--- config.mk ---
export PLATFORM = sky130hd
export DESIGN_NAME = irm_mapper
export DESIGN_NICKNAME = d
export VERILOG_FILES = /design/src/verilog/irm_pkg.sv /design/src/verilog/irm_mapper.sv
export SDC_FILE = /design/constraint.sdc
export NUM_CORES = 1
export LEC_CHECK = 0
export ABC_AREA = 1
export BUFFER_PORTS_ARGS = -buffer_cell sky130_fd_sc_hd__buf_2
export CAP_MARGIN = 30
export CELL_PAD_IN_SITES_DETAIL_PLACEMENT = 0
export CELL_PAD_IN_SITES_GLOBAL_PLACEMENT = 1
export CORE_UTILIZATION = 43
export CTS_BUF_LIST = sky130_fd_sc_hd__clkbuf_16
export DETAILED_ROUTE_END_ITERATION = 8
export GPL_TIMING_DRIVEN = 0
export PLACE_DENSITY_LB_ADDON = 0.1
export SETUP_SLACK_MARGIN = 0.3
export SLEW_MARGIN = 0
export SYNTH_ARGS = -nofsm -noshare
export SYNTH_HDL_FRONTEND = slang
export SYNTH_SLANG_ARGS = --single-unit
export TNS_END_PERCENT = 5
--- constraint.sdc ---
create_clock -name i_clk_sys -period 2.6 [get_ports i_clk_sys]
set_clock_uncertainty 0.2 [all_clocks]
set_input_delay 0.13 -clock i_clk_sys [delete_from_list [all_inputs] [get_ports i_clk_sys]]
set_output_delay 0.13 -clock i_clk_sys [all_outputs]
set_load 0.1 [all_outputs]
--- src/verilog/irm_pkg.sv ---
/*
  irm_pkg: constants and carrier types for the internal resource mapper.
  assumes a 10 MHz bus clock and 8-bit register offsets in the
  register block.
*/
`default_nettype none
package irm_pkg;
  // register offsets inside the register block
  localparam logic [7:0] IRM_OFS_MODE = 8'h0b;
  localparam logic [7:0] IRM_OFS_RAM_POS = 8'h10;
  localparam logic [7:0] IRM_OFS_REG_POS = 8'h11;
  localparam logic [7:0] IRM_OFS_EE_POS = 8'h12;
  localparam logic [7:0] IRM_OFS_MISC = 8'h13;
  // port d / port e register offsets that emulation removes
  localparam logic [8:0] IRM_OFS_PORT_D_DATA_REG_DATA = 9'h005;
  localparam logic [8:0] IRM_OFS_PORT_D_DATA_REG_DIR = 9'h007;
  localparam logic [8:0] IRM_OFS_PORT_D_DATA_REG_WKEN = 9'h020;
  localparam logic [8:0] IRM_OFS_PORT_D_DATA_REG_WKFL = 9'h021;
  localparam logic [8:0] IRM_OFS_PORT_E_DATA_REG_DATA = 9'h008;
  localparam logic [8:0] IRM_OFS_PORT_E_DATA_REG_DIR = 9'h009;
  // field positions
  localparam int IRM_MODE_SPECIAL_MODE_NOT_FLAG = 7;
  localparam int IRM_MODE_INTERNAL_VISIBILITY_BIT = 3;
  localparam int IRM_MODE_EMD = 1;
  localparam int IRM_MODE_EME = 0;
  localparam int IRM_EE_EEPROM_MAP_ENABLE = 0;
  localparam int IRM_MISC_EXTRA_WINDOW_PLACEMENT = 7;
  localparam int IRM_MISC_NARROW_REGISTER_SPACE_BUS = 6;
  // reset values
  localparam logic [4:0] IRM_RST_REG_POS = 5'h00;
  localparam logic [4:0] IRM_RST_RAM_POS = 5'h01;
  localparam logic [3:0] IRM_RST_EE_EXP = 4'h1;
  localparam logic [3:0] IRM_RST_EE_SC = 4'hf;
  localparam logic [1:0] IRM_RST_MISC = 2'h0;
  // address windows
  localparam logic [7:0] IRM_BDM_PAGE = 8'hff;
  localparam logic [5:0] IRM_EXTRA_PAGE_WINDOW_LOW = 6'h00;
  localparam logic [5:0] IRM_EXTRA_PAGE_WINDOW_HIGH = 6'h01;
  // strap synchroniser fill time
  localparam logic [1:0] IRM_SYNC_CYCLES = 2'h3;
  // mode codes {special_mode_not_flag, modb, moda}
  localparam logic [2:0] IRM_M_SP_SC = 3'h0;
  localparam logic [2:0] IRM_M_SP_NAR = 3'h1;
  localparam logic [2:0] IRM_M_SP_PER = 3'h2;
  localparam logic [2:0] IRM_M_SP_WIDE = 3'h3;
  localparam logic [2:0] IRM_M_RESERVED = 3'h6;

  typedef enum logic [1:0] {
    IRM_ST_SYNC = 2'b01,
    IRM_ST_RUN = 2'b10
  } irm_state_t;

  typedef struct packed {
    logic valid;
    logic write;
    logic bdm_active;
    logic [15:0] addr;
  } irm_acc_t;

  typedef struct packed {
    logic bdm_rom;
    logic regs;
    logic ram;
    logic eeprom;
    logic external;
  } irm_sel_t;

  typedef struct packed {
    logic drive;
    logic wide;
  } irm_vis_t;
endpackage : irm_pkg
`default_nettype wire
--- src/verilog/irm_mapper.sv ---
/*
  irm_mapper: address-map control for the internal bus. decodes each
  access to one resource, holds the position and mapping registers and
  the visibility / emulation controls.
  assumes mode straps are steady around reset release and that the
  register port master never raises read and write together.
*/
// Summary of operation
// [RULE1] visibility bit set drives internal accesses onto external bus
// [RULE2] special narrow, visibility and port d emulation: wide data on c/d
// [RULE3] no visibility at all in single-chip modes
// [RULE4] mode control bits: once in normal, first write lost in special
// [RULE5] wide and peripheral modes drop the four port d registers
// [RULE6] single-chip and normal narrow keep the port d registers
// [RULE7] special narrow: port d emulation bit removes port d registers
// [RULE8] expanded modes: port e emulation bit removes port e registers
// [RULE9] single-chip keeps port e registers regardless
// [RULE10] position writes act from the cycle after the write
// [RULE11] priority: debug rom, registers, ram, eeprom, external
// [RULE12] unclaimed addresses go to external memory
// [RULE13] 512-byte register block at zero, movable on 2k boundaries
// [RULE14] register position bits give address 15..11, write once normal
// [RULE15] 1k ram sits in the upper half of its 2k block
// [RULE16] ram position bits give address 15..11, reset base 0x0800
// [RULE17] eeprom on 4k boundaries, reset 0001 expanded, 1111 single-chip
// [RULE18] eeprom enable forced on in single-chip, else writable anytime
// [RULE19] extra window at 0x0400 or 0x0000 when enabled in expanded modes
// [RULE20] narrow bit makes register-following cs space an 8-bit access
// [RULE21] misc register once in normal, anytime in special
// [RULE22] expansion window only in expanded modes
// [RULE23] mode flag and mode bits caught from pins at reset release
// [RULE24] unimplemented bits read zero and ignore writes
`timescale 1ns/1ps
`default_nettype none
module irm_mapper (
  input wire logic i_clk_sys,
  input wire logic i_resetn,
  input wire logic i_bkgd_pin,
  input wire logic i_modb_pin,
  input wire logic i_moda_pin,
  input wire irm_pkg::irm_acc_t i_acc,
  input wire logic i_extra_window_enable,
  input wire logic i_low_cs_enabled,
  input wire logic [7:0] i_reg_addr,
  input wire logic [7:0] i_reg_wdata,
  input wire logic i_reg_wr,
  input wire logic i_reg_rd,
  output logic [7:0] o_reg_rdata,
  output irm_pkg::irm_sel_t o_sel,
  output irm_pkg::irm_vis_t o_vis,
  output logic o_port_d_mapped,
  output logic o_port_e_mapped,
  output logic o_extra_page_window_hit,
  output logic o_cs_narrow,
  output logic [2:0] o_mode,
  output logic o_mode_ready
);
  import irm_pkg::*;

  function automatic logic is_single(input logic [2:0] m);
    is_single = (m[1:0] == 2'b00);
  endfunction : is_single

  function automatic logic is_expanded(input logic [2:0] m);
    is_expanded = m[0];
  endfunction : is_expanded

  function automatic logic is_wide_or_per(input logic [2:0] m);
    is_wide_or_per = m[1];
  endfunction : is_wide_or_per

  // strap synchronisers: only stage 3 and the stage-2/3 compare are used
  logic [2:0] bkgd_s_r;
  logic [2:0] modb_s_r;
  logic [2:0] moda_s_r;
  always_ff @(posedge i_clk_sys or negedge i_resetn) begin
    if (!i_resetn) begin
      bkgd_s_r <= 3'h0;
      modb_s_r <= 3'h0;
      moda_s_r <= 3'h0;
    end else begin
      bkgd_s_r <= {bkgd_s_r[1:0], i_bkgd_pin};
      modb_s_r <= {modb_s_r[1:0], i_modb_pin};
      moda_s_r <= {moda_s_r[1:0], i_moda_pin};
    end
  end

  logic straps_stable;
  assign straps_stable = (bkgd_s_r[1] == bkgd_s_r[2]) &&
                         (modb_s_r[1] == modb_s_r[2]) &&
                         (moda_s_r[1] == moda_s_r[2]);

  irm_state_t state_r;
  logic [1:0] fill_r;
  logic capture;
  assign capture = (state_r == IRM_ST_SYNC) && (fill_r == IRM_SYNC_CYCLES)
                   && straps_stable;

  always_ff @(posedge i_clk_sys or negedge i_resetn) begin
    if (!i_resetn) begin
      state_r <= IRM_ST_SYNC;
      fill_r <= 2'h0;
    end else begin
      case (state_r)
        IRM_ST_SYNC: begin
          if (fill_r != IRM_SYNC_CYCLES) begin
            fill_r <= fill_r + 2'h1;
          end
          if (capture) begin
            state_r <= IRM_ST_RUN;
          end
        end
        IRM_ST_RUN: state_r <= IRM_ST_RUN;
        default: state_r <= IRM_ST_SYNC;
      endcase
    end
  end

  // reserved strap code is forced to special peripheral
  logic [2:0] strap_mode;
  always_comb begin
    strap_mode = {bkgd_s_r[2], modb_s_r[2], moda_s_r[2]};
    if (strap_mode == IRM_M_RESERVED) begin
      strap_mode = IRM_M_SP_PER;
    end
  end

  logic [2:0] mode_r;
  always_ff @(posedge i_clk_sys or negedge i_resetn) begin
    if (!i_resetn) begin
      mode_r <= IRM_M_SP_SC;
    end else if (capture) begin
      mode_r <= strap_mode; // RULE23
    end
  end

  logic special;
  logic run;
  assign special = !mode_r[2];
  assign run = (state_r == IRM_ST_RUN);

  logic wr_mode, wr_ram, wr_reg, wr_ee, wr_misc;
  assign wr_mode = run && i_reg_wr && (i_reg_addr == IRM_OFS_MODE);
  assign wr_ram = run && i_reg_wr && (i_reg_addr == IRM_OFS_RAM_POS);
  assign wr_reg = run && i_reg_wr && (i_reg_addr == IRM_OFS_REG_POS);
  assign wr_ee = run && i_reg_wr && (i_reg_addr == IRM_OFS_EE_POS);
  assign wr_misc = run && i_reg_wr && (i_reg_addr == IRM_OFS_MISC);

  // write history: once-only in normal, and the mode register's first-write skip in special
  logic seen_mode_r, seen_ram_r, seen_reg_r, seen_ee_r, seen_misc_r;
  always_ff @(posedge i_clk_sys or negedge i_resetn) begin
    if (!i_resetn) begin
      seen_mode_r <= 1'b0;
      seen_ram_r <= 1'b0;
      seen_reg_r <= 1'b0;
      seen_ee_r <= 1'b0;
      seen_misc_r <= 1'b0;
    end else begin
      if (wr_mode) seen_mode_r <= 1'b1;
      if (wr_ram) seen_ram_r <= 1'b1;
      if (wr_reg) seen_reg_r <= 1'b1;
      if (wr_ee) seen_ee_r <= 1'b1;
      if (wr_misc) seen_misc_r <= 1'b1;
    end
  end

  // in both mode kinds a first write is the one that matters:
  // normal takes only it, special drops only it
  logic mode_ok;
  assign mode_ok = wr_mode && (special ? seen_mode_r : !seen_mode_r); // RULE4

  logic internal_visibility_bit_r, emd_r, eme_r;
  always_ff @(posedge i_clk_sys or negedge i_resetn) begin
    if (!i_resetn) begin
      internal_visibility_bit_r <= 1'b0;
      emd_r <= 1'b0;
      eme_r <= 1'b0;
    end else if (capture) begin
      internal_visibility_bit_r <= !strap_mode[2];
      emd_r <= !strap_mode[2];
      eme_r <= !strap_mode[2];
    end else if (mode_ok) begin
      internal_visibility_bit_r <= i_reg_wdata[IRM_MODE_INTERNAL_VISIBILITY_BIT]; // RULE4
      emd_r <= i_reg_wdata[IRM_MODE_EMD];
      eme_r <= i_reg_wdata[IRM_MODE_EME];
    end
  end

  logic [4:0] reg_pos_r;
  always_ff @(posedge i_clk_sys or negedge i_resetn) begin
    if (!i_resetn) begin
      reg_pos_r <= IRM_RST_REG_POS; // RULE13
    end else if (wr_reg && (special || !seen_reg_r)) begin
      reg_pos_r <= i_reg_wdata[7:3]; // RULE14
    end
  end

  logic [4:0] ram_pos_r;
  always_ff @(posedge i_clk_sys or negedge i_resetn) begin
    if (!i_resetn) begin
      ram_pos_r <= IRM_RST_RAM_POS;
    end else if (wr_ram && (special || !seen_ram_r)) begin
      ram_pos_r <= i_reg_wdata[7:3]; // RULE16
    end
  end

  logic [3:0] ee_pos_r;
  logic eeprom_map_enable_r;
  always_ff @(posedge i_clk_sys or negedge i_resetn) begin
    if (!i_resetn) begin
      ee_pos_r <= IRM_RST_EE_EXP;
      eeprom_map_enable_r <= 1'b1;
    end else if (capture) begin
      ee_pos_r <= is_single(strap_mode) ? IRM_RST_EE_SC :
                  IRM_RST_EE_EXP; // RULE17
      eeprom_map_enable_r <= 1'b1;
    end else if (wr_ee) begin
      if (special || !seen_ee_r) begin
        ee_pos_r <= i_reg_wdata[7:4]; // RULE17
      end
      eeprom_map_enable_r <= is_single(mode_r) | i_reg_wdata[IRM_EE_EEPROM_MAP_ENABLE]; // RULE18
    end
  end

  logic [1:0] misc_r;
  always_ff @(posedge i_clk_sys or negedge i_resetn) begin
    if (!i_resetn) begin
      misc_r <= IRM_RST_MISC;
    end else if (wr_misc && (special || !seen_misc_r)) begin
      misc_r <= i_reg_wdata[7:6]; // RULE21
    end
  end

  // read data in the cycle after the strobe; unmapped offsets read zero
  always_ff @(posedge i_clk_sys or negedge i_resetn) begin
    if (!i_resetn) begin
      o_reg_rdata <= 8'h00;
    end else if (i_reg_rd) begin
      case (i_reg_addr)
        IRM_OFS_MODE:
          o_reg_rdata <= {mode_r, 1'b0, internal_visibility_bit_r, 1'b0, emd_r, eme_r};
        IRM_OFS_RAM_POS: o_reg_rdata <= {ram_pos_r, 3'h0}; // RULE24
        IRM_OFS_REG_POS: o_reg_rdata <= {reg_pos_r, 3'h0};
        IRM_OFS_EE_POS: o_reg_rdata <= {ee_pos_r, 3'h0, eeprom_map_enable_r};
        IRM_OFS_MISC: o_reg_rdata <= {misc_r, 6'h00};
        default: o_reg_rdata <= 8'h00;
      endcase
    end else begin
      o_reg_rdata <= 8'h00;
    end
  end

  // decode, using the positions as they stand before any same-cycle write
  logic [15:0] a;
  logic [8:0] ofs;
  assign a = i_acc.addr;
  assign ofs = a[8:0];

  logic is_port_d, is_port_e, port_d_map, port_e_map;
  assign is_port_d = (ofs == IRM_OFS_PORT_D_DATA_REG_DATA) ||
                     (ofs == IRM_OFS_PORT_D_DATA_REG_DIR) ||
                     (ofs == IRM_OFS_PORT_D_DATA_REG_WKEN) ||
                     (ofs == IRM_OFS_PORT_D_DATA_REG_WKFL);
  assign is_port_e = (ofs == IRM_OFS_PORT_E_DATA_REG_DATA) ||
                     (ofs == IRM_OFS_PORT_E_DATA_REG_DIR);

  always_comb begin
    if (is_wide_or_per(mode_r)) begin
      port_d_map = 1'b0; // RULE5
    end else if (mode_r == IRM_M_SP_NAR) begin
      port_d_map = !emd_r; // RULE7
    end else begin
      port_d_map = 1'b1; // RULE6
    end
    if (is_expanded(mode_r)) begin
      port_e_map = !eme_r; // RULE8
    end else begin
      port_e_map = 1'b1; // RULE9
    end
  end

  logic hit_bdm, hit_reg, hit_ram, hit_ee, hit_cs_space;
  assign hit_bdm = i_acc.bdm_active && (a[15:8] == IRM_BDM_PAGE);
  assign hit_reg = (a[15:11] == reg_pos_r) && (a[10:9] == 2'b00) &&
                   !(is_port_d && !port_d_map) &&
                   !(is_port_e && !port_e_map); // RULE13
  assign hit_ram = (a[15:11] == ram_pos_r) && a[10]; // RULE15
  assign hit_ee = eeprom_map_enable_r && (a[15:12] == ee_pos_r); // RULE18
  assign hit_cs_space = (a[15:11] == reg_pos_r) && (a[10:9] == 2'b01);

  irm_sel_t sel_nxt;
  always_comb begin
    sel_nxt = '0;
    if (i_acc.valid) begin
      if (hit_bdm) begin
        sel_nxt.bdm_rom = 1'b1; // RULE11
      end else if (hit_reg) begin
        sel_nxt.regs = 1'b1;
      end else if (hit_ram) begin
        sel_nxt.ram = 1'b1;
      end else if (hit_ee) begin
        sel_nxt.eeprom = 1'b1;
      end else begin
        sel_nxt.external = 1'b1; // RULE12
      end
    end
  end

  logic internal_nxt;
  assign internal_nxt = i_acc.valid && !sel_nxt.external;

  // window index into the low 2k: 0x0400 page when placement is 0
  logic [5:0] extra_page_window_base;
  assign extra_page_window_base = misc_r[1] ? IRM_EXTRA_PAGE_WINDOW_LOW : IRM_EXTRA_PAGE_WINDOW_HIGH;

  // registered decode: a mapping write changes the answer from the
  // access one cycle after it, so a following no-op covers the gap
  always_ff @(posedge i_clk_sys or negedge i_resetn) begin
    if (!i_resetn) begin
      o_sel <= '0;
    end else begin
      o_sel <= sel_nxt; // RULE10
    end
  end

  // visibility belongs to the same access as the select beside it
  always_ff @(posedge i_clk_sys or negedge i_resetn) begin
    if (!i_resetn) begin
      o_vis <= '0;
    end else begin
      o_vis.drive <= internal_nxt && internal_visibility_bit_r &&
                     !is_single(mode_r); // RULE1 RULE3
      o_vis.wide <= internal_nxt && internal_visibility_bit_r && emd_r &&
                    (mode_r == IRM_M_SP_NAR); // RULE2
    end
  end

  // internal resources win over the window, so only external hits count
  always_ff @(posedge i_clk_sys or negedge i_resetn) begin
    if (!i_resetn) begin
      o_extra_page_window_hit <= 1'b0;
    end else begin
      o_extra_page_window_hit <= sel_nxt.external && is_expanded(mode_r) &&
                     i_extra_window_enable &&
                     (a[15:10] == extra_page_window_base); // RULE19 RULE22
    end
  end

  always_ff @(posedge i_clk_sys or negedge i_resetn) begin
    if (!i_resetn) begin
      o_cs_narrow <= 1'b0;
    end else begin
      o_cs_narrow <= sel_nxt.external && hit_cs_space &&
                     misc_r[0] && i_low_cs_enabled &&
                     is_expanded(mode_r) && mode_r[1]; // RULE20
    end
  end

  always_ff @(posedge i_clk_sys or negedge i_resetn) begin
    if (!i_resetn) begin
      o_port_d_mapped <= 1'b1;
      o_port_e_mapped <= 1'b1;
    end else begin
      o_port_d_mapped <= port_d_map;
      o_port_e_mapped <= port_e_map;
    end
  end

  always_ff @(posedge i_clk_sys or negedge i_resetn) begin
    if (!i_resetn) begin
      o_mode <= IRM_M_SP_SC;
      o_mode_ready <= 1'b0;
    end else begin
      o_mode <= mode_r;
      o_mode_ready <= run;
    end
  end
endmodule : irm_mapper
`default_nettype wire

==> summary by stage <==
STA
The final-report max-slew violation count came to 0. The ratio of final minimum period to clock period is 81.4%. The actual slew at the worst max-slew pin is 0.718 ns. After routing, the total negative slack on setup checks comes to 0 ns.

The final-report setup violation count is 0. Setup repair after global routing left no endpoint under its margin. The number of failing hold endpoints at the final stage is 0.

The fmax is 472 MHz. The worst max-slew margin expressed relative to the limit is 52.1%. The smallest clock period supported by the final layout is computed as 2.12 ns.

Yosys
The mean post-synth cell area is 8.11 um2. Yosys attributes the largest share of cell area to sky130_fd_sc_hd__dfrtp_1 (46%), sky130_fd_sc_hd__nand2_1 (13%), sky130_fd_sc_hd__inv_1 (7.1%). For this run, the register share of the synthesized area comes to 50.9%.

The number of nets handed over by synthesis was 431. The number of enable flip-flop cells after synthesis is 0. Yosys printed 0 warnings. The cell type with the largest total area after synthesis is sky130_fd_sc_hd__dfrtp_1. Counting every instance in the synthesized netlist gives 384. After synthesis, the share of flip-flops with an asynchronous set or reset is 100%. The top-area cell type share of the netlist area is 45.8%. Sorting the synthesized cells by how often they occur yields sky130_fd_sc_hd__nand2_1 (108), sky130_fd_sc_hd__inv_1 (59), sky130_fd_sc_hd__dfrtp_1 (57).

Among all flip-flop cells after synthesis, the most frequent one is sky130_fd_sc_hd__dfrtp_1. After synthesis the netlist holds a flip-flop and latch count of 63. The netlist area before placement is 3110 um2. The most instantiated library cell after synthesis is sky130_fd_sc_hd__nand2_1. The synthesized netlist contains 37 unique library cells.

Status
The run finished with clean final reports.

Hold path
The min-delay analysis places its worst path in the category input pin to register. Counting instances, the worst hold path has a depth of 3. The terminating pin of the worst hold path is seen_ee_r$_DFFE_PN0P_. In this run the most critical hold path is launched from i_reg_addr[1].

Cells and area
The number of inserted diodes is 0. After the flow finishes, the layout carries non-filler instances totaling 581. The layout net count is 527. The final cell utilization of the core is 59.2%. Summing all non-filler instances in the final layout gives an area of 4090 um2. Compared with the post-synthesis result, the final layout area differs by 31.3%. The share of cells above drive strength 1 is 24.1%.

Route
The number of vias after detailed routing is 2687. In the routed design, unresolved DRC markers number 0. After detailed routing, the average wire length per cell comes to 12.4 um. In the routed layout, each cell is associated on average with a via count of 4.62. After the first detailed-routing iteration, the DRC count stood at 145. For this block, the routed nets add up to 7220 um of wire.

In this run the remaining antenna-violating nets after routing total 0. The first detailed-routing pass took 4 iterations.

Critical path
The sort of element at the end of the critical path is a register. At the worst endpoint, the required time is 2.62 ns. Of all nets on the critical path, the largest fanout is 4. The arrival time of data at the critical path endpoint is 2.14 ns. The number of cells on the worst reg-to-reg path is 9.

For flop-to-flop paths, the worst setup slack is 0.63 ns. The capture point of the worst reg-to-reg path is eme_r$_DFFE_PN0P_. The launch point of the worst reg-to-reg path is state_r[0]$_DFFE_PN1P_. The category of the worst setup path launch point is an input pin. The path type of the worst setup path is input pin to register.

Clocking
The clock slew seen by the registers of the worst setup and hold paths is 0.05 ns. The CTS sink count is 63. The TritonCTS buffer count is 9. No sink is reached through more buffers than the 2 on the longest clock path. The clock tree from TritonCTS is done. The cell sitting at the root of the clock tree is a sky130_fd_sc_hd__clkbuf_16. The post-CTS setup-driven buffer insertion count is 0.

The clock latency of the later-clocked register in the worst-skew pair is 0.33 ns. The maximum level of the CTS H-tree is 3.

Die
The floorplan die area is 7590 um2. Row generation in the floorplan step produced 30 rows. The I/O pin total is 67. The region available for standard cell placement spans 6910 um2. The die is 87.1 um wide. The initial utilization of the core area, before any placement, comes to 45.1%. The height of the die is 87.1 um.

Placed design
The number of placed cells counting well taps is 542. In this run the cell area measured after placement is 3560 um2. The detailed placement HPWL is 5600 um. Routability-driven placement finished with a final weighted congestion of 0.815. Input and output buffers added on the ports amount to 61.

GRT
Global routing used 21.2% of the available tracks across all layers. The number of global-route vias before repair was 2591. The global-route congestion overflow total is 0.

The global-route wire length before repair is 12000 um. The initial antenna violation count is 0. The pin count of the biggest net entering global routing is 33.

Run
Max-cap violations in this run came to 0.

Power
The peak supply drop is 670 uV. In this run the power density over the cells is 842 nW/um2. Summed over all cells, the static leakage comes to 0.00220 uW.
cell families after synthesis:
kind of cell | after synthesis | share of synthesized area, %
adder cells (fa/ha/maj) | 3 | 1.21
flip-flops | 63 | 50.9
AO/OA/AOI/OAI | 35 | 6.23
buffers and inverters | 66 | 8.48
other | 1 | 0.120
AND/OR/NAND/NOR | 208 | 30.8
multiplexers | 1 | 0.362
XOR/XNOR | 7 | 1.97
critical path, stage by stage:
cell and delay, ns:
sky130_fd_sc_hd__dlygate4sd3_1 0.54, sky130_fd_sc_hd__buf_2 0.13, sky130_fd_sc_hd__nor2_2 0.13, sky130_fd_sc_hd__dlygate4sd3_1 0.58, sky130_fd_sc_hd__nand4_2 0.16, sky130_fd_sc_hd__nor2_2 0.13
sky130_fd_sc_hd__nand2_1 0.10, sky130_fd_sc_hd__nand2_2 0.10, sky130_fd_sc_hd__inv_2 0.05, sky130_fd_sc_hd__nand2_1 0.05, sky130_fd_sc_hd__nand2_1 0.05
area by class of cell:
cell class                 count  area (um2)
buffer                         6        38.8
clock buffer                   9         225
clock inverter                 7        73.8
fill                         710        2820
inverter                      60         225
multi-input combinational    255        1270
sequential                    63        1580
tap                           96         120
timing repair buffer          85         556
report_power, final:
part	leakage (uW)	internal (uW)	switching (uW)	total, uW
Sequential	0.000785	1170	130	1300
Combinational	0.00127	246	713	958
Clock	0.000145	742	442	1180
Total	0.00220	2160	1280	3440
worst max path at each step:
stage	from	endpoint	slack [ns]	cells past startpoint
CTS	i_reg_addr[6]	internal_visibility_bit_r$_DFFE_PN0P_	0.49	11
global placement	state_r[0]$_DFFE_PN1P_	eme_r$_DFFE_PN0P_	0.60	9
floorplan	state_r[0]$_DFFE_PN1P_	emd_r$_DFFE_PN0P_	0.83	9
detailed placement	state_r[0]$_DFFE_PN1P_	eme_r$_DFFE_PN0P_	0.60	9
finish	i_reg_addr[6]	internal_visibility_bit_r$_DFFE_PN0P_	0.48	11
global route	i_reg_addr[6]	internal_visibility_bit_r$_DFFE_PN0P_	0.33	11
per-stage QoR:
step	worst slack, ns	power, uW	hold WS [ns]
6_report	0.483	3440	0.00548
5_1_grt	0.328	3600	0.0375
4_1_cts	0.492	3470	0.00389
3_5_place_dp	0.600	2260	0.0314
3_3_place_gp	0.597	2250	0.0390
2_1_floorplan	0.833	2010	-0.366
repair_timing:
item                                   in CTS  in global routing
hold buffers                               23                  0
gates resized for setup                     0                  0
endpoints found under the hold margin      64                  0
placed cells by master, fill, tap and decap left out, types with 3 or more instances in the layout:
cell type,Yosys,routed
sky130_fd_sc_hd__nand3_1,18,18
sky130_fd_sc_hd__dlygate4sd3_1,0,23
sky130_fd_sc_hd__xnor2_1,5,5
sky130_fd_sc_hd__nand2_1,108,108
sky130_fd_sc_hd__o21ai_1,15,15
sky130_fd_sc_hd__buf_2,3,64
sky130_fd_sc_hd__nor3_1,3,3
sky130_fd_sc_hd__dfstp_2,6,6
sky130_fd_sc_hd__or2_2,4,4
sky130_fd_sc_hd__nand3_2,3,3
sky130_fd_sc_hd__o21ai_0,12,12
sky130_fd_sc_hd__dfrtp_1,57,57
sky130_fd_sc_hd__o21ai_2,3,3
sky130_fd_sc_hd__nor2_2,5,5
sky130_fd_sc_hd__nor2_1,41,41
sky130_fd_sc_hd__ha_1,3,3
sky130_fd_sc_hd__clkbuf_16,0,9
sky130_fd_sc_hd__nand4_1,12,12
sky130_fd_sc_hd__clkinv_4,0,3
sky130_fd_sc_hd__inv_1,59,59
state kept, by name (all words and copies together), names as in the netlist, 2 cells and up:
name	cells
reg_pos_r	5
bkgd_s_r	3
o_reg_rdata	7
modb_s_r	3
ee_pos_r	4
mode_r	3
o_sel	5
fill_r	2
state_r	2
o_mode	3
ram_pos_r	5
misc_r	2
o_vis	2
moda_s_r	3
metal layers:
| metal | vias up | part of all wire, % | global-route usage [%] |
|---|---|---|---|
| met3 | 13 | 3.8 | 4.83 |
| met5 | - | 0 | 0 |
| li1 | 1396 | - | - |
| met2 | 58 | 48 | 35.6 |
| met1 | 1220 | 47 | 27.1 |
| met4 | 0 | 1.5 | 7.15 |
No activity file was read; power rests on OpenSTA's default activity.
